===== src/bsc_pkg.sv =====
// shared constants and types for the barometric sensor control register bank
`default_nettype none
package bsc_pkg;
	// ==========================================
	// register byte offsets
	localparam logic [7:0] ADDR_CONTROL_TWO = 8'h11;
	localparam logic [7:0] ADDR_INTERRUPT_PIN_CONTROL = 8'h12;
	localparam logic [7:0] ADDR_FIFO_CONTROL = 8'h14;
	localparam logic [7:0] ADDR_REFERENCE_PRESSURE_LOW = 8'h15;
	localparam logic [7:0] ADDR_REFERENCE_PRESSURE_MID = 8'h16;
	localparam logic [7:0] ADDR_REFERENCE_PRESSURE_HIGH = 8'h17;
	localparam logic [7:0] ADDR_PRESSURE_OFFSET_LOW = 8'h18;
	localparam logic [7:0] ADDR_PRESSURE_OFFSET_HIGH = 8'h19;

	// ==========================================
	// control_two field positions
	localparam int CT2_REBOOT = 7;
	localparam int CT2_FIFO_ENABLE = 6;
	localparam int CT2_HALT_AT_WATERMARK = 5;
	localparam int CT2_ADDR_AUTO_INC = 4;
	localparam int CT2_SERIAL_BUS_DISABLE = 3;
	localparam int CT2_SOFT_RESET_REQUEST = 2;
	localparam int CT2_SINGLE_SHOT = 0;
	// bits of control_two held as plain configuration storage
	localparam logic [7:0] CT2_CFG_MASK = 8'h78;

	// ==========================================
	// interrupt_pin_control field positions
	localparam int IPC_POLARITY_LOW = 7;
	localparam int IPC_PAD_DRIVE_SELECT = 6;
	localparam int IPC_FULL_FLAG_ROUTE_ENABLE = 5;
	localparam int IPC_WATERMARK_ROUTE_ENABLE = 4;
	localparam int IPC_OVERRUN_ROUTE_ENABLE = 3;
	localparam int IPC_DATA_READY_ROUTE_ENABLE = 2;
	localparam int IPC_SOURCE_MSB = 1;
	localparam int IPC_SOURCE_LSB = 0;

	// ==========================================
	// fifo_control field positions
	localparam int FCTL_MODE_MSB = 7;
	localparam int FCTL_MODE_LSB = 5;
	localparam int FCTL_WATERMARK_MSB = 4;
	localparam int FCTL_WATERMARK_LSB = 0;

	// ==========================================
	// values after reset
	localparam logic [7:0] CONTROL_TWO_RESET = 8'h10;
	localparam logic [7:0] INTERRUPT_PIN_CONTROL_RESET = 8'h00;
	localparam logic [7:0] FIFO_CONTROL_RESET = 8'h00;
	localparam logic [23:0] REFERENCE_PRESSURE_RESET = 24'h000000;
	localparam logic [15:0] PRESSURE_OFFSET_RESET = 16'h0000;
	localparam logic [7:0] TRIM_WORD_RESET = 8'h00;

	// ==========================================
	// encodings
	localparam logic [2:0] RATE_POWER_DOWN = 3'h0;
	localparam logic [1:0] SRC_DATA_SIGNAL = 2'h0;
	localparam logic [1:0] SRC_PRESSURE_HIGH = 2'h1;
	localparam logic [1:0] SRC_PRESSURE_LOW = 2'h2;
	localparam logic [1:0] SRC_PRESSURE_EITHER = 2'h3;

	typedef enum logic [2:0] {
		FMODE_BYPASS = 3'h0,
		FMODE_FIFO = 3'h1,
		FMODE_STREAM = 3'h2,
		FMODE_STREAM_TO_FIFO = 3'h3,
		FMODE_BYPASS_TO_STREAM = 3'h4,
		FMODE_RESERVED = 3'h5,
		FMODE_DYNAMIC_STREAM = 3'h6,
		FMODE_BYPASS_TO_FIFO = 3'h7
	} bsc_fifo_mode_t;

	// ==========================================
	// trimming store geometry
	localparam int TRIM_WORDS = 8;
	localparam int TRIM_AW = 3;
	localparam logic [2:0] TRIM_LAST = 3'h7;

	typedef enum logic [2:0] {
		LOAD_IDLE = 3'b001,
		LOAD_FETCH = 3'b010,
		LOAD_DRAIN = 3'b100
	} bsc_load_state_t;
endpackage
`default_nettype wire


===== src/bsc_control_regs.sv =====
// control and configuration register bank of the barometric sensor
//
// Behaviour
// a reboot request reloads trimming words from storage, then clears itself.
// the reboot starts on the first conversion-rate tick after the request that finds no trimming load running.
// trimming words load automatically right after power-up reset release.
// fifo enable resets to zero; one enables the fifo.
// halt-at-watermark resets to zero; one enables watermark level use.
// address auto-increment resets to one and steers serial address advance.
// serial bus disable resets to zero; one disables the i2c interface.
// soft reset restores listed registers to defaults, then clears itself.
// single shot in power-down runs one measurement, then self-clears.
// host always writes zero to bit one of control_two.
// polarity bit zero gives active-high pin, one gives active-low.
// pad drive bit zero gives push-pull, one gives open-drain.
// four enables, reset zero, gate full, watermark, overrun, data-ready.
// source 00 carries data signals, priority data-ready, watermark, overrun, full.
// source 01 pressure high, 10 pressure low, 11 either.
// three-bit fifo mode resets to bypass and holds the eight codes.
// fifo control low five bits hold the watermark level.
// reference pressure is 24-bit, split low, mid, high at 15h-17h.
// reference pressure is used only while auto-null or auto-reference is on.
// pressure offset is 16-bit, low at 18h, high at 19h.
// rate field 000 means power-down; configuration and interface stay alive.
// after a single shot completes the device returns to power-down.
// self-clearing bits read one while busy; writing zero never aborts.
// pin is selected source, inverted if active-low; open-drain releases when idle.
`default_nettype none
module bsc_control_regs
	import bsc_pkg::*;
(
	// clock and reset
	input wire logic MCLK,
	input wire logic RSTN,
	// register access from the serial engines
	input wire logic [7:0] REG_ADDR,
	input wire logic [7:0] REG_WDATA,
	input wire logic REG_WR,
	input wire logic REG_RD,
	output logic [7:0] REG_RDATA,
	// settings held elsewhere and conversion timing
	input wire logic [2:0] OUTPUT_RATE_SELECT,
	input wire logic AUTO_NULL_FUNCTION,
	input wire logic AUTO_REFERENCE_FUNCTION,
	input wire logic RATE_TICK,
	// measurement core handshake
	output logic CONV_START,
	input wire logic CONV_DONE,
	output logic POWER_DOWN,
	// configuration to fifo and serial engines
	output logic FIFO_ENABLE,
	output logic HALT_AT_WATERMARK,
	output bsc_pkg::bsc_fifo_mode_t FIFO_MODE,
	output logic [4:0] WATERMARK_LEVEL,
	output logic ADDR_AUTO_INC,
	output logic SERIAL_BUS_DISABLE,
	output logic SOFT_RESET_PULSE,
	// pressure references
	output logic [23:0] REFERENCE_PRESSURE,
	output logic REFERENCE_USE,
	output logic [15:0] PRESSURE_OFFSET,
	// interrupt sources and shared pin
	input wire logic DATA_READY,
	input wire logic FIFO_WATERMARK,
	input wire logic FIFO_OVERRUN,
	input wire logic FIFO_FULL,
	input wire logic PRESSURE_HIGH,
	input wire logic PRESSURE_LOW,
	output logic SHARED_IRQ_PIN_OUT,
	output logic SHARED_IRQ_PIN_OE,
	// trimming storage
	output logic [bsc_pkg::TRIM_AW-1:0] NVM_ADDR,
	input wire logic [7:0] NVM_RDATA,
	output logic [bsc_pkg::TRIM_WORDS*8-1:0] TRIM_VALUES,
	output logic BOOT_STATUS
);
	import bsc_pkg::*;

	// ==========================================
	// decoded write strobe for the self-clearing bits
	logic wr_ct2;

	assign wr_ct2 = REG_WR && (REG_ADDR == ADDR_CONTROL_TWO);

	// ==========================================
	// trimming loader
	logic load_start, load_busy, load_done;

	bsc_trim_loader u_loader (
		.clk(MCLK),
		.rst_n(RSTN),
		.start(load_start),
		.busy(load_busy),
		.done(load_done),
		.nvm_addr(NVM_ADDR),
		.nvm_rdata(NVM_RDATA),
		.trim_values(TRIM_VALUES)
	);

	// ==========================================
	// self-clearing operations: reboot, soft reset, single shot
	logic powerup_reg, powerup_next;
	logic boot_wait_reg, boot_wait_next;
	logic boot_run_reg, boot_run_next;
	logic swr_reg, swr_next;
	logic shot_reg, shot_next;
	logic conv_start_reg, conv_start_next;
	logic power_down_reg, power_down_next;
	logic rate_idle;

	assign rate_idle = (OUTPUT_RATE_SELECT == RATE_POWER_DOWN);
	// a reboot waiting for its tick also waits out a running power-up load
	assign load_start = powerup_reg || (boot_wait_reg && RATE_TICK && !load_busy);

	always_comb begin
		powerup_next = 1'b0;
		boot_wait_next = boot_wait_reg;
		boot_run_next = boot_run_reg;
		swr_next = 1'b0;
		shot_next = shot_reg;
		conv_start_next = 1'b0;
		// reboot: armed by a write of one, launched by the rate tick
		if (boot_wait_reg && RATE_TICK && !load_busy) begin
			boot_wait_next = 1'b0;
			boot_run_next = 1'b1;
		end
		if (boot_run_reg && load_done) begin
			boot_run_next = 1'b0;
		end
		if (wr_ct2 && REG_WDATA[CT2_REBOOT] && !boot_wait_reg && !boot_run_reg) begin
			boot_wait_next = 1'b1;
		end
		// soft reset lives for exactly one cycle
		if (wr_ct2 && REG_WDATA[CT2_SOFT_RESET_REQUEST]) begin
			swr_next = 1'b1;
		end
		// single shot: completion clears, a fresh accepted request wins
		if (shot_reg && CONV_DONE) begin
			shot_next = 1'b0;
		end
		if (wr_ct2 && REG_WDATA[CT2_SINGLE_SHOT] && rate_idle && !shot_next) begin
			shot_next = 1'b1;
			conv_start_next = 1'b1;
		end
		power_down_next = rate_idle && !shot_next;
	end

	// writes of zero never reach these flags, so nothing running is aborted
	always_ff @(posedge MCLK or negedge RSTN) begin
		if (!RSTN) begin
			powerup_reg <= 1'b1;
			boot_wait_reg <= 1'b0;
			boot_run_reg <= 1'b0;
			swr_reg <= 1'b0;
			shot_reg <= 1'b0;
			conv_start_reg <= 1'b0;
			power_down_reg <= 1'b1;
		end else begin
			powerup_reg <= powerup_next;
			boot_wait_reg <= boot_wait_next;
			boot_run_reg <= boot_run_next;
			swr_reg <= swr_next;
			shot_reg <= shot_next;
			conv_start_reg <= conv_start_next;
			power_down_reg <= power_down_next;
		end
	end

	// ==========================================
	// configuration storage
	logic [7:0] ct2_reg, ct2_next;
	logic [7:0] ipc_reg, ipc_next;
	logic [7:0] fctl_reg, fctl_next;
	logic [23:0] ref_reg, ref_next;
	logic [15:0] ofs_reg, ofs_next;

	// soft reset outranks a write landing in the same cycle
	always_comb begin
		ct2_next = ct2_reg;
		ipc_next = ipc_reg;
		fctl_next = fctl_reg;
		ref_next = ref_reg;
		ofs_next = ofs_reg;
		// bit one is not stored; it must be written as zero
		if (REG_WR) begin
			case (REG_ADDR)
				ADDR_CONTROL_TWO: ct2_next = REG_WDATA & CT2_CFG_MASK;
				ADDR_INTERRUPT_PIN_CONTROL: ipc_next = REG_WDATA;
				ADDR_FIFO_CONTROL: fctl_next = REG_WDATA;
				ADDR_REFERENCE_PRESSURE_LOW: ref_next[7:0] = REG_WDATA;
				ADDR_REFERENCE_PRESSURE_MID: ref_next[15:8] = REG_WDATA;
				ADDR_REFERENCE_PRESSURE_HIGH: ref_next[23:16] = REG_WDATA;
				ADDR_PRESSURE_OFFSET_LOW: ofs_next[7:0] = REG_WDATA;
				ADDR_PRESSURE_OFFSET_HIGH: ofs_next[15:8] = REG_WDATA;
				default: ;
			endcase
		end
		if (swr_reg) begin
			ct2_next = CONTROL_TWO_RESET & CT2_CFG_MASK;
			ipc_next = INTERRUPT_PIN_CONTROL_RESET;
			fctl_next = FIFO_CONTROL_RESET;
			ref_next = REFERENCE_PRESSURE_RESET;
		end
	end

	always_ff @(posedge MCLK or negedge RSTN) begin
		if (!RSTN) begin
			ct2_reg <= CONTROL_TWO_RESET & CT2_CFG_MASK;
			ipc_reg <= INTERRUPT_PIN_CONTROL_RESET;
			fctl_reg <= FIFO_CONTROL_RESET;
			ref_reg <= REFERENCE_PRESSURE_RESET;
			ofs_reg <= PRESSURE_OFFSET_RESET;
		end else begin
			ct2_reg <= ct2_next;
			ipc_reg <= ipc_next;
			fctl_reg <= fctl_next;
			ref_reg <= ref_next;
			ofs_reg <= ofs_next;
		end
	end

	// ==========================================
	// reference usage flag, registered like the other data outputs
	logic ref_use_reg, ref_use_next;

	always_comb begin
		ref_use_next = AUTO_NULL_FUNCTION || AUTO_REFERENCE_FUNCTION;
	end

	always_ff @(posedge MCLK or negedge RSTN) begin
		if (!RSTN) begin
			ref_use_reg <= 1'b0;
		end else begin
			ref_use_reg <= ref_use_next;
		end
	end

	// ==========================================
	// shared interrupt pin
	logic irq_out_reg, irq_out_next;
	logic irq_oe_reg, irq_oe_next;
	logic irq_level;

	// data mode picks the highest-priority enabled source, not an or of all
	always_comb begin
		irq_level = 1'b0;
		case (ipc_reg[IPC_SOURCE_MSB:IPC_SOURCE_LSB])
			SRC_DATA_SIGNAL: begin
				if (ipc_reg[IPC_DATA_READY_ROUTE_ENABLE]) begin
					irq_level = DATA_READY;
				end else if (ipc_reg[IPC_WATERMARK_ROUTE_ENABLE]) begin
					irq_level = FIFO_WATERMARK;
				end else if (ipc_reg[IPC_OVERRUN_ROUTE_ENABLE]) begin
					irq_level = FIFO_OVERRUN;
				end else if (ipc_reg[IPC_FULL_FLAG_ROUTE_ENABLE]) begin
					irq_level = FIFO_FULL;
				end
			end
			SRC_PRESSURE_HIGH: irq_level = PRESSURE_HIGH;
			SRC_PRESSURE_LOW: irq_level = PRESSURE_LOW;
			SRC_PRESSURE_EITHER: irq_level = PRESSURE_HIGH || PRESSURE_LOW;
			default: irq_level = 1'b0;
		endcase
		irq_out_next = irq_level ^ ipc_reg[IPC_POLARITY_LOW];
		irq_oe_next = !ipc_reg[IPC_PAD_DRIVE_SELECT] || irq_level;
	end

	always_ff @(posedge MCLK or negedge RSTN) begin
		if (!RSTN) begin
			irq_out_reg <= 1'b0;
			irq_oe_reg <= 1'b1;
		end else begin
			irq_out_reg <= irq_out_next;
			irq_oe_reg <= irq_oe_next;
		end
	end

	// ==========================================
	// read-back, one cycle after the read strobe; unmapped reads zero
	logic [7:0] rdata_reg, rdata_next;
	logic [7:0] ct2_view;

	// self-clearing bits show one for as long as their operation runs
	assign ct2_view = ct2_reg
		| {(boot_wait_reg || boot_run_reg), 7'h00}
		| {5'h00, swr_reg, 1'b0, shot_reg};

	always_comb begin
		rdata_next = rdata_reg;
		if (REG_RD) begin
			case (REG_ADDR)
				ADDR_CONTROL_TWO: rdata_next = ct2_view;
				ADDR_INTERRUPT_PIN_CONTROL: rdata_next = ipc_reg;
				ADDR_FIFO_CONTROL: rdata_next = fctl_reg;
				ADDR_REFERENCE_PRESSURE_LOW: rdata_next = ref_reg[7:0];
				ADDR_REFERENCE_PRESSURE_MID: rdata_next = ref_reg[15:8];
				ADDR_REFERENCE_PRESSURE_HIGH: rdata_next = ref_reg[23:16];
				ADDR_PRESSURE_OFFSET_LOW: rdata_next = ofs_reg[7:0];
				ADDR_PRESSURE_OFFSET_HIGH: rdata_next = ofs_reg[15:8];
				default: rdata_next = 8'h00;
			endcase
		end
	end

	always_ff @(posedge MCLK or negedge RSTN) begin
		if (!RSTN) begin
			rdata_reg <= 8'h00;
		end else begin
			rdata_reg <= rdata_next;
		end
	end

	// ==========================================
	// outputs
	assign REG_RDATA = rdata_reg;
	assign CONV_START = conv_start_reg;
	assign POWER_DOWN = power_down_reg;
	assign FIFO_ENABLE = ct2_reg[CT2_FIFO_ENABLE];
	assign HALT_AT_WATERMARK = ct2_reg[CT2_HALT_AT_WATERMARK];
	assign ADDR_AUTO_INC = ct2_reg[CT2_ADDR_AUTO_INC];
	assign SERIAL_BUS_DISABLE = ct2_reg[CT2_SERIAL_BUS_DISABLE];
	assign FIFO_MODE = bsc_fifo_mode_t'(fctl_reg[FCTL_MODE_MSB:FCTL_MODE_LSB]);
	assign WATERMARK_LEVEL = fctl_reg[FCTL_WATERMARK_MSB:FCTL_WATERMARK_LSB];
	assign SOFT_RESET_PULSE = swr_reg;
	assign REFERENCE_PRESSURE = ref_reg;
	assign REFERENCE_USE = ref_use_reg;
	assign PRESSURE_OFFSET = ofs_reg;
	assign SHARED_IRQ_PIN_OUT = irq_out_reg;
	assign SHARED_IRQ_PIN_OE = irq_oe_reg;
	assign BOOT_STATUS = boot_wait_reg || boot_run_reg || load_busy;
endmodule
`default_nettype wire


===== src/bsc_trim_loader.sv =====
// trimming register store and its loader from nonvolatile storage
`default_nettype none
module bsc_trim_loader
	import bsc_pkg::*;
(
	// clock and reset
	input wire logic clk,
	input wire logic rst_n,
	// control
	input wire logic start,
	output logic busy,
	output logic done,
	// nonvolatile storage read port, data one cycle after address
	output logic [bsc_pkg::TRIM_AW-1:0] nvm_addr,
	input wire logic [7:0] nvm_rdata,
	// trimming values, word i in bits 8*i+7..8*i
	output logic [bsc_pkg::TRIM_WORDS*8-1:0] trim_values
);
	import bsc_pkg::*;

	// ==========================================
	// sequencer
	bsc_load_state_t state_reg, state_next;
	logic [TRIM_AW-1:0] addr_reg, addr_next;
	logic [TRIM_AW-1:0] cap_idx_reg, cap_idx_next;
	logic cap_valid_reg, cap_valid_next;
	logic done_reg, done_next;
	logic [7:0] trim_reg [TRIM_WORDS];

	// address walks every word; capture trails by the storage latency
	always_comb begin
		state_next = state_reg;
		addr_next = addr_reg;
		cap_idx_next = cap_idx_reg;
		cap_valid_next = 1'b0;
		done_next = 1'b0;
		case (state_reg)
			LOAD_IDLE: begin
				if (start) begin
					state_next = LOAD_FETCH;
					addr_next = '0;
				end
			end
			LOAD_FETCH: begin
				cap_valid_next = 1'b1;
				cap_idx_next = addr_reg;
				if (addr_reg == TRIM_LAST) begin
					state_next = LOAD_DRAIN;
				end else begin
					addr_next = addr_reg + 3'h1;
				end
			end
			LOAD_DRAIN: begin
				state_next = LOAD_IDLE;
				done_next = 1'b1;
			end
			default: begin
				state_next = LOAD_IDLE;
			end
		endcase
	end

	always_ff @(posedge clk or negedge rst_n) begin
		if (!rst_n) begin
			state_reg <= LOAD_IDLE;
			addr_reg <= '0;
			cap_idx_reg <= '0;
			cap_valid_reg <= 1'b0;
			done_reg <= 1'b0;
		end else begin
			state_reg <= state_next;
			addr_reg <= addr_next;
			cap_idx_reg <= cap_idx_next;
			cap_valid_reg <= cap_valid_next;
			done_reg <= done_next;
		end
	end

	// ==========================================
	// trimming words, one per entry
	for (genvar i = 0; i < TRIM_WORDS; i++) begin : g_trim
		logic [7:0] word_next;
		always_comb begin
			word_next = trim_reg[i];
			if (cap_valid_reg && (cap_idx_reg == TRIM_AW'(i))) begin
				word_next = nvm_rdata;
			end
		end
		always_ff @(posedge clk or negedge rst_n) begin
			if (!rst_n) begin
				trim_reg[i] <= TRIM_WORD_RESET;
			end else begin
				trim_reg[i] <= word_next;
			end
		end
		assign trim_values[8*i+7:8*i] = trim_reg[i];
	end

	assign busy = (state_reg != LOAD_IDLE);
	assign done = done_reg;
	assign nvm_addr = addr_reg;
endmodule
`default_nettype wire

===== config.mk =====
export PLATFORM = sky130hd
export DESIGN_NAME = bsc_control_regs
export DESIGN_NICKNAME = d
export VERILOG_FILES = /design/src/bsc_pkg.sv /design/src/bsc_control_regs.sv /design/src/bsc_trim_loader.sv
export SDC_FILE = /design/constraint.sdc
export NUM_CORES = 1
export LEC_CHECK = 0
export ABC_AREA = 1
export BUFFER_PORTS_ARGS = -buffer_cell sky130_fd_sc_hd__buf_2
export CAP_MARGIN = 30
export CELL_PAD_IN_SITES_DETAIL_PLACEMENT = 0
export CELL_PAD_IN_SITES_GLOBAL_PLACEMENT = 2
export CORE_MARGIN = 4
export CORE_UTILIZATION = 31
export DETAILED_ROUTE_END_ITERATION = 10
export PLACE_DENSITY_LB_ADDON = 0.1
export REMOVE_ABC_BUFFERS = 1
export SLEW_MARGIN = 20
export SYNTH_ARGS = -nofsm -noshare
export SYNTH_HDL_FRONTEND = slang
export SYNTH_SLANG_ARGS = --single-unit

===== constraint.sdc =====
create_clock -name MCLK -period 1.7 [get_ports MCLK]
set_input_delay 0.17 -clock MCLK [delete_from_list [all_inputs] [get_ports MCLK]]
set_output_delay 0.17 -clock MCLK [all_outputs]
set_load 0.02 [all_outputs]

* Word-level counts from Yosys, hierarchy flattened
Cells that the tools add are included.
** Storage, ports and cells
- Bits in registers :: 157
- Output and inout bits :: 134
- Word-level logic and storage cells :: 154
** Operators by class
- $add $sub $neg :: 1
- Eq/ne operators :: 26
- Muxes and demuxes :: 36
- Bitwise operators :: 3
- Reductions and logical operators :: 56
** Operators with widths (number)
- 2-to-1 mux 8 bit :: 12
- == test 8 x 5 -> 1 bit, second input constant :: 8
- case mux 8 bit (8 select lines) :: 1
- 2-to-1 mux 24 bit :: 2
- logical AND 1 bit :: 21
- nonzero test 2 bit :: 10
- == test 3 bit, second input constant :: 6
- AND reduction 2 bit :: 9
- 2-to-1 mux 1 bit :: 14
- 2-to-1 mux 3 bit :: 4
- case mux 3 bit (2 select lines) :: 2
- == test 3 x 2 -> 1 bit, second input constant :: 3
- OR 8 x 3 -> 8 bit :: 1
- OR 8 bit :: 1
- == test 3 x 1 -> 1 bit, second input constant :: 2
- zero test 1 bit :: 6
- zero test 3 bit :: 2
- logical OR 1 bit :: 6
- == test 2 bit, second input constant :: 2
- != test 2 bit, second input constant :: 2
- case mux 1 bit (4 select lines) :: 1
- adder 3 x 1 -> 3 bit, second input constant :: 1
- != test 3 x 1 -> 1 bit, second input constant :: 1
- AND reduction 3 bit :: 1
- 4 further kinds :: 4

* Logic depth before layout (Yosys ltp)
Gate-level depths: netlist (run 1).
- Word-level depth :: 8
- Gate-level depth with buffers :: 11
- Depth with buffers taken out :: 9

* Cells and area by module
A second synthesis (run 1) with hierarchy kept.
** Second synthesis, totals
- Cell total of the unflattened synthesis :: 751
- Area total of the unflattened synthesis :: 6887.9 um^2
** Modules (own cells, without submodules)
- bsc_control_regs :: times used 1, cells each 481, area an instance 3970.1 um^2, sequential area each 1956.9 um^2
- bsc_trim_loader :: times used 1, cells each 270, area an instance 2917.8 um^2, sequential area each 1878.1 um^2

* Least setup slack after synthesis (run 1)
No wires, ideal clock.
- Kind :: register to register
- Start point :: register u_loader.state_reg[0]
- End point :: register u_loader.addr_reg[0], in the netlist u_loader.nvm_addr[0]
- Arrival time :: 1.404 ns
- Required time :: 1.583 ns
- Setup slack :: 0.179 ns
- Stages on the path, launching flop included :: 8
- Clock period less this slack :: 1.521 ns
- Cells stage by stage :: dfstp_2 > inv_1 > nor3_1 > nand3_1 > nand3b_1 > o21ai_0 > nand2_1 > nand2_1
** On the way
- Longest elaborated chain between the ends :: 6
- Elaborated cells between the ends (all ways) :: 11
** Ends and longest elaborated chain
- start, declared :: RTL line bsc_trim_loader.sv:23 : bsc_load_state_t state_reg, state_next;
- start signal, assigned :: RTL line bsc_trim_loader.sv:71 : state_reg <= state_next;
- != test 3 x 1 -> 1 bit :: RTL line bsc_trim_loader.sv:99 : assign busy = (state_reg != LOAD_IDLE);
- zero test 1 bit :: RTL line bsc_control_regs.sv:113 : assign load_start = powerup_reg || (boot_wait_reg && RATE_TICK && !load_busy);
- logical AND 1 bit :: RTL line bsc_control_regs.sv:113
- logical OR 1 bit :: RTL line bsc_control_regs.sv:113
- != test 2 bit (no line)
- AND reduction 3 bit (no line)
- end signal, assigned :: RTL line bsc_trim_loader.sv:72 : addr_reg <= addr_next;
- end, declared :: RTL line bsc_trim_loader.sv:24 : logic [TRIM_AW-1:0] addr_reg, addr_next;
Parallel ways exist; a longest one is shown, timed or not.
A chain may end at the register's enable or synchronous reset.

* Worst setup path in the final report (run 1)
- Start point :: register u_loader.state_reg[0]
- End point :: output port BOOT_STATUS
** On the way
- Longest elaborated chain between the ends :: 2
** Ends and longest elaborated chain
- != test 3 x 1 -> 1 bit :: RTL line bsc_trim_loader.sv:99
- logical OR 1 bit :: RTL line bsc_control_regs.sv:330 : assign BOOT_STATUS = boot_wait_reg || boot_run_reg || load_busy;
- end, declared :: RTL line bsc_control_regs.sv:75 : output logic BOOT_STATUS
No other way between the ends.

==> results.tsv, run 1 <==
stage	metric	value	unit
timing	fin_skew	0.00720	ns
global_routing	overflow	0	
clocking	insertion_delay	0.42	ns
final_layout	largest_reg_flops	64	
floorplan	die-width	154	um
setup_path	worst-path-max-fanout	2	
timing	worst_pin_slew	0.700	ns
setup_path	crit_end	BOOT_STATUS	
global_routing	antenna_found_initial	0	
clocking	cts_root_buf	clkbuf_16	
final_layout	area_growth	31.6	%
synthesis	synth.cell_area	6580	um2
hold_path	hp-class	in2reg	
global_routing	grt_use_met1	0.252	
place	hpwlAfterDp	15800	um
setup_path	critPathKind	reg2out	
timing	slew_violations	0	
route	num_vias	5739	
synthesis	synth_cell_type_count	33	
global_routing	grt_max_degree	41	
timing	hold_viol_final	0	
floorplan	placementRows	53	
timing	fmax	611	MHz
clocking	cts_tree	yes	
global_routing	grt_pass1_wl	32700	um
run	max-cap-violations	0	
power_and_ir_drop	vdd_drop_max	0.000706	V
clocking	numCtsBuffers	17	
floorplan	core	21000	um2
clocking	cts.path.max_buffers	2	
setup_path	worstSetupEndpointType	output port	
global_routing	grt_use_met2	0.270	
route	first_iter_violations	301	
timing	max_slew_margin	0.532	
route	routed_wl	20400	um
setup_path	cp-startpoint	u_loader.state_reg[0]	
synthesis	synth.yosys.seq_area_share	0.583	
clocking	htree_levels	4	
global_routing	grt_usage	0.176	
synthesis	avgSynthCellArea	8.84	um2
final_layout	final_layout_size_suffix_gt1_frac	0.277	
global_routing	busiest_layer	met2	
setup_path	r2r_slack	0.13	ns
synthesis	synth-warning-count	0	
final_layout	layout_common_cells	218 x nand2_1, 172 x buf_2, 148 x dfrtp_1	
setup_path	setup.worst_path.start_class	flip-flop	
setup_path	r2r_end	u_loader.nvm_addr[2]	
clocking	clock-sinks	153	
setup_path	rr_worst_depth	9	
route	firstDrtPassIters	5	
floorplan	boundaryPins	175	
route	via_per_inst	4.62	
floorplan	dieArea	23600	um2
route	ant_nets	0	
power_and_ir_drop	cellLeakagePower	4.55	nW
final_layout	final_common_cell	nand2_1	
route	wl_per_cell	16.5	um
setup_path	arrival	1.47	ns
setup_path	r2r-start	u_loader.state_reg[0]	
synthesis	syn_inst	744	
timing	setup_slack	0.0645	ns
place	place_congestion	0.804	
status	run_status	finished clean	
timing	finalSetupViolations	0	
timing	tns	0	ns
clocking	cts.clk_slew.worst_paths	0.07	ns
timing	rsz0062_at_grt	true	
final_layout	antenna_cells	0	
timing	finalCriticalPeriod	1.64	ns
floorplan	die_h	154	um
route	drc	0	
global_routing	grt_pass1_vias	5787	
place	io_buffers	174	
power_and_ir_drop	powerDensity	1430	nW/um2
final_layout	fin_nets	996	
synthesis	synth_seq_cells	153	
floorplan	start_util	0.314	
timing	final_min_period_over_clock_period	0.962	
global_routing	grtUsageMet3	0.0394	
setup_path	worst_ep_required_time	1.53	ns
place	dpl_worst_slack	0.122	ns
layer usage:
layer / part of all wire / wire [um]
met1: 0.47 / 9580
met2: 0.47 / 9550
met3: 0.048 / 983
met4: 0.015 / 315
met5: 0 / 0
area by class of cell:
cell class | instances | area [um2]
fill | 2155 | 12300
clock inverter | 14 | 175
sequential | 153 | 3830
inverter | 73 | 274
tap | 275 | 344
timing repair buffer | 214 | 1260
clock buffer | 18 | 439
multi-input combinational | 494 | 2330
cell usage after synthesis:
library cell  count  area [um2]
buf_4             7        52.6
nor2_4            6        67.6
a22o_1            1        8.76
nand3_2           1        10.0
nor2_1           43         161
nand2_1         218         818
buf_6             5        56.3
ha_1              2        25.0
dfstp_2           5         131
nand3_1          70         350
nand3b_1          2        15.0
dfrtp_1         148        3700
nand2_4           1        11.3
a21oi_1          11        55.1
o21ai_4           3        48.8
nor3_1            4        20.0
o21ai_1           1        5.00
or2_2             1        6.26
mux2i_1           1        10.0
nor3_2            1        10.0
o21ai_0         117         586
o31ai_1           1        7.51
conb_1            1        3.75
a31oi_2           1        12.5
inv_2             1        3.75
nand3_4           1        17.5
a31oi_4           1        21.3
buf_2             3        15.0
inv_1            72         270
xor2_1            1        8.76
clkbuf_1          9        33.8
o211ai_1          2        15.0
nor2_2            3        18.8
report_power, final:
part / switching, mW / leakage, nW / internal [mW]
registers: 0.556 / 1.82 / 4.52
clock network: 1.68 / 0.298 / 2.27
logic: 2.22 / 2.44 / 1.16
total: 4.46 / 4.55 / 7.96
kinds of logic after synthesis:
| family | share of synthesized area |
|---|---|
| AO/OA/AOI/OAI | 0.115 |
| XOR/XNOR | 0.00133 |
| buffers and inverters | 0.0656 |
| AND/OR/NAND/NOR | 0.229 |
| adder cells (fa/ha/maj) | 0.00380 |
| multiplexers | 0.00152 |
| other | 0.000570 |
| flip-flops | 0.583 |
stage by stage:
step | util | cell area (um2) | hold slack, ns | std cells | total power [mW]
2_1_floorplan | - | 6420 | -0.126 | 720 | 6.98
3_3_place_gp | 0.378 | 7930 | 0.106 | 1199 | 8.36
3_5_place_dp | 0.378 | 7930 | 0.110 | 1199 | 8.44
4_1_cts | 0.413 | 8660 | 0.0124 | 1241 | 12.6
5_1_grt | 0.413 | 8660 | 0.0453 | 1241 | 13.2
6_report | 0.413 | 8660 | 0.0229 | 1241 | 12.4
worst max-delay path, cell delays in order, from the launching register on:
cell,delay [ns]
dfstp_2,0.54
inv_2,0.05
nor3_4,0.15
buf_6,0.12
nand3_2,0.06
buf_6,0.13
what timing repair did:
item / 4_1_cts / 5_1_grt
hold endpoints to repair: 37 / 0
hold buffers: 6 / 0
gates cloned: 0 / 0
pin swaps: 1 / 1
endpoints found under the setup margin: 1 / 5
setup buffers: 4 / 0
gates resized for setup: 6 / 2
worst min-delay path by stage:
stage	from	to	depth (start not counted)	slack, ns
after detailed placement	RSTN	u_loader.trim_values[32]	1	0.11
final	REG_WDATA[2]	SOFT_RESET_PULSE	3	0.02
after global routing	REG_WDATA[1]	PRESSURE_OFFSET[9]	3	0.05
after CTS	REG_WDATA[2]	SOFT_RESET_PULSE	3	0.01
after global placement	RSTN	u_loader.trim_values[32]	1	0.11
after floorplan	RSTN	CONV_START	0	-0.13
No activity file was read; power rests on OpenSTA's default activity.
==> inputs of run 2 (changes only) <==
--- a/config.mk
+++ b/config.mk
@@ -5,13 +5,12 @@
 export SDC_FILE = /design/constraint.sdc
 export NUM_CORES = 1
 export LEC_CHECK = 0
-export ABC_AREA = 1
 export BUFFER_PORTS_ARGS = -buffer_cell sky130_fd_sc_hd__buf_2
 export CAP_MARGIN = 30
 export CELL_PAD_IN_SITES_DETAIL_PLACEMENT = 0
 export CELL_PAD_IN_SITES_GLOBAL_PLACEMENT = 2
 export CORE_MARGIN = 4
-export CORE_UTILIZATION = 31
+export CORE_UTILIZATION = 34
 export DETAILED_ROUTE_END_ITERATION = 10
 export PLACE_DENSITY_LB_ADDON = 0.1
 export REMOVE_ABC_BUFFERS = 1
==> results.tsv, run 2 <==
stage	metric	value	unit	change
status	run_status	finished clean		unchanged
timing	tns	0	ns	unchanged
floorplan	placementRows	50		was 53
timing	hold_viol_final	0		unchanged
setup_path	cp-startpoint	u_loader.nvm_addr[0]		was u_loader.state_reg[0]
global_routing	grt_pass1_vias	5535		was 5787
global_routing	grt_use_met1	0.225		was 0.252
synthesis	synth_area_leaders	dfrtp_1 56%, mux2_2 15%, mux2i_1 4.7%		was dfrtp_1 56%, nand2_1 12%, o21ai_0 8.9%
global_routing	overflow	0		unchanged
synthesis	synth-warning-count	0		unchanged
synthesis	synth_cell_type_count	51		was 33
final_layout	final_area	8720	um2	was 8660 um2
setup_path	cpMostUsedCell	ha_1		was buf_6
floorplan	dieArea	21700	um2	was 23600 um2
floorplan	die_h	147	um	was 154 um
setup_path	arrival	1.93	ns	was 1.47 ns
route	firstDrtPassIters	4		was 5
floorplan	boundaryPins	175		unchanged
place	dpl_worst_slack	-0.239	ns	was 0.122 ns
synthesis	synth_top_family_by_area	multiplexers		was simple AND/OR/NAND/NOR gates
synthesis	synthFlopType	dfrtp_1		unchanged
route	ant_nets	0		unchanged
setup_path	slowest_stage	dfrtp_1		was dfstp_2
clocking	cts.clk_slew.worst_paths	0.07	ns	about the same
hold_path	hp-class	in2reg		unchanged
power_and_ir_drop	cellLeakagePower	4.42	nW	was 4.55 nW
final_layout	antenna_cells	0		unchanged
synthesis	muxShareOfSynthArea	0.213		was 0.00152
setup_path	max_stage_delay	0.38	ns	was 0.54 ns
clocking	cts.path.max_buffers	2		unchanged
timing	fin_skew	0.0117	ns	was 0.00720 ns
timing	setup_slack	0.0737	ns	was 0.0645 ns
synthesis	synth_compound_area_frac	0.0720		was 0.115
global_routing	grt_usage	0.187		was 0.176
clocking	cts_tree	yes		unchanged
route	routed_wl	19600	um	was 20400 um
floorplan	core	18900	um2	was 21000 um2
setup_path	worst_ep_required_time	2.01	ns	was 1.53 ns
synthesis	yosysTopAreaCell	dfrtp_1		unchanged
final_layout	fin_nets	780		was 996
synthesis	synthAdderAreaFrac	0.00379		was 0.00380
clocking	cts_root_buf	clkbuf_16		unchanged
run	max-cap-violations	0		unchanged
global_routing	antenna_found_initial	0		unchanged
setup_path	worstSetupEndpointType	flip-flop		was output port
route	via_per_inst	4.92		was 4.62
final_layout	final_layout_size_suffix_gt1_frac	0.484		was 0.277
final_layout	n_fill_cell	1832		was 2155
hold_path	holdCritStartpoint	OUTPUT_RATE_SELECT[2]		was REG_WDATA[2]
timing	fmax	615	MHz	was 611 MHz
synthesis	synth_edf_count	0		unchanged
global_routing	busiest_layer	met2		unchanged
route	wl_per_cell	19.4	um	was 16.5 um
place	dp_cells	974		was 1199
setup_path	worst-path-max-fanout	4		was 2
synthesis	synth_xor_area_frac	0.00133		about the same
synthesis	synth_seq_cells	153		unchanged
timing	finalSetupViolations	0		unchanged
route	first_iter_violations	218		was 301
place	dpl-instance-area	8070	um2	was 7930 um2
global_routing	grtUsageMet3	0.0577		was 0.0394
final_layout	area_growth	32.2	%	was 31.6%
synthesis	synth.yosys.seq_area_share	0.581		was 0.583
place	io_buffers	174		unchanged
timing	slew_violations	0		unchanged
setup_path	crit_path_cell_trace	ha_1 -> ha_1 -> and2_1 -> or2_2 -> mux2_2		was inv_2 -> nor3_4 -> buf_6 -> nand3_2 -> buf_6
synthesis	syn_inst	520		was 744
clocking	clock-sinks	153		unchanged
final_layout	largest_reg_flops	64		unchanged
global_routing	grt_use_met2	0.321		was 0.270
synthesis	synth-simple-area-share	0.108		was 0.229
route	drc	0		unchanged
global_routing	grt_max_degree	67		was 41
synthesis	synth_top_area_frac	0.561		was 0.563
floorplan	die-width	147	um	was 154 um
setup_path	critPathKind	reg2reg		was reg2out
setup_path	setup.worst_path.start_class	flip-flop		unchanged
synthesis	async_reset_ff_frac	1.00		unchanged
power_and_ir_drop	powerDensity	1460	nW/um2	was 1430 nW/um2
place	hpwlAfterDp	14300	um	was 15800 um
synthesis	synthTopCellsByCount	148 x dfrtp_1, 89 x mux2_2, 44 x nand2_1, 43 x nor2_1, 31 x mux2i_1		was 218 x nand2_1, 148 x dfrtp_1, 117 x o21ai_0, 72 x inv_1, 70 x nand3_1
timing	rsz0062_at_grt	false		was true
clocking	htree_levels	4		unchanged
timing	finalCriticalPeriod	1.63	ns	was 1.64 ns
clocking	insertion_delay	0.42	ns	about the same
global_routing	grt_pass1_wl	31500	um	was 32700 um
timing	final_min_period_over_clock_period	0.957		was 0.962
synthesis	synth.most_common_cell	dfrtp_1		was nand2_1
final_layout	final_common_cell	buf_2		was nand2_1
route	num_vias	4969		was 5739
synthesis	synth.cell_area	6600	um2	was 6580 um2
final_layout	layout_common_cells	173 x buf_2, 148 x dfrtp_1, 89 x mux2_2		was 218 x nand2_1, 172 x buf_2, 148 x dfrtp_1
setup_path	r2r-start	u_loader.nvm_addr[0]		was u_loader.state_reg[0]
final_layout	final_cells	1010		was 1241
floorplan	start_util	0.349		was 0.314
power_and_ir_drop	total_power	12.7	mW	was 12.4 mW
power_and_ir_drop	vdd_drop_max	0.00109	V	was 0.000706 V
clocking	numCtsBuffers	17		unchanged
synthesis	avgSynthCellArea	12.7	um2	was 8.84 um2
place	place_congestion	0.809		was 0.804
[run 2: changes by cell type after synthesis, moves of 30 or more]
cell and delta:
nand2_1 -174, o21ai_0 -111, mux2_2 +89, nand3_1 -66, inv_1 -65, mux2i_1 +30
[run 2: power by group]
group	internal (mW)	switching [mW]	total, mW
logic	1.52	2.17	3.69
clock network	2.23	1.67	3.90
registers	4.58	0.530	5.10
[run 2: area by class of cell]
type | count | area, um2 | share of cell area
clock buffers | 17 | 425 | 0.0488
multi-input cells | 336 | 2640 | 0.303
well taps | 260 | 325 | 0.0373
inverters | 7 | 26.3 | 0.00301
repair buffers | 222 | 1290 | 0.148
clock inverters | 15 | 176 | 0.0202
flip-flops and latches | 153 | 3830 | 0.440
[run 2: per-stage QoR]
stage	utilization	hold WS (ns)
finish	0.462	0.0195
global route	0.462	0.0199
detailed placement	0.427	0.0921
CTS	0.461	0.00491
global placement	0.427	0.0902
floorplan	-	-0.126
[run 2: layer usage]
layer	up-vias	part of all wire
li1	2303	-
met1	2494	0.41
met2	155	0.50
met3	17	0.067
met4	0	0.017
met5	-	0
[run 2: cells by family after synthesis]
| logic type | count (synthesis) |
|---|---|
| AOI/OAI and AO/OA | 71 |
| xor gates and xnor gates | 1 |
| adders and majority gates | 2 |
| buffers and inverters | 31 |
| DFF | 153 |
| muxes | 124 |
| other | 1 |
| and+or+nand+nor | 137 |
[run 2: final timing paths]
path                                    endpoint  slack (ns)  cells after the start
max in group asynchronous  u_loader.state_reg[0]        0.76                      3
min in group asynchronous            fctl_reg[1]        0.23                      2
max reg2reg                 u_loader.nvm_addr[0]        0.07                      5
max                         u_loader.nvm_addr[0]        0.07                      5
min reg2reg                         boot_run_reg        0.43                      1
min                                   POWER_DOWN        0.02                      4
[run 2: timing repair]
item,in CTS,in global routing
resized for setup,0,2
setup endpoints to repair,0,2
hold buffers,3,0
buffers inserted,0,1
hold endpoints to repair,34,0
[run 2: worst max-delay path, delay by kind of cell (launching register included)]
kind / cells / cell delay [ns]
adders and majority gates: 2 / 0.38
DFF: 1 / 0.38
muxes: 1 / 0.28
and+or+nand+nor: 2 / 0.48
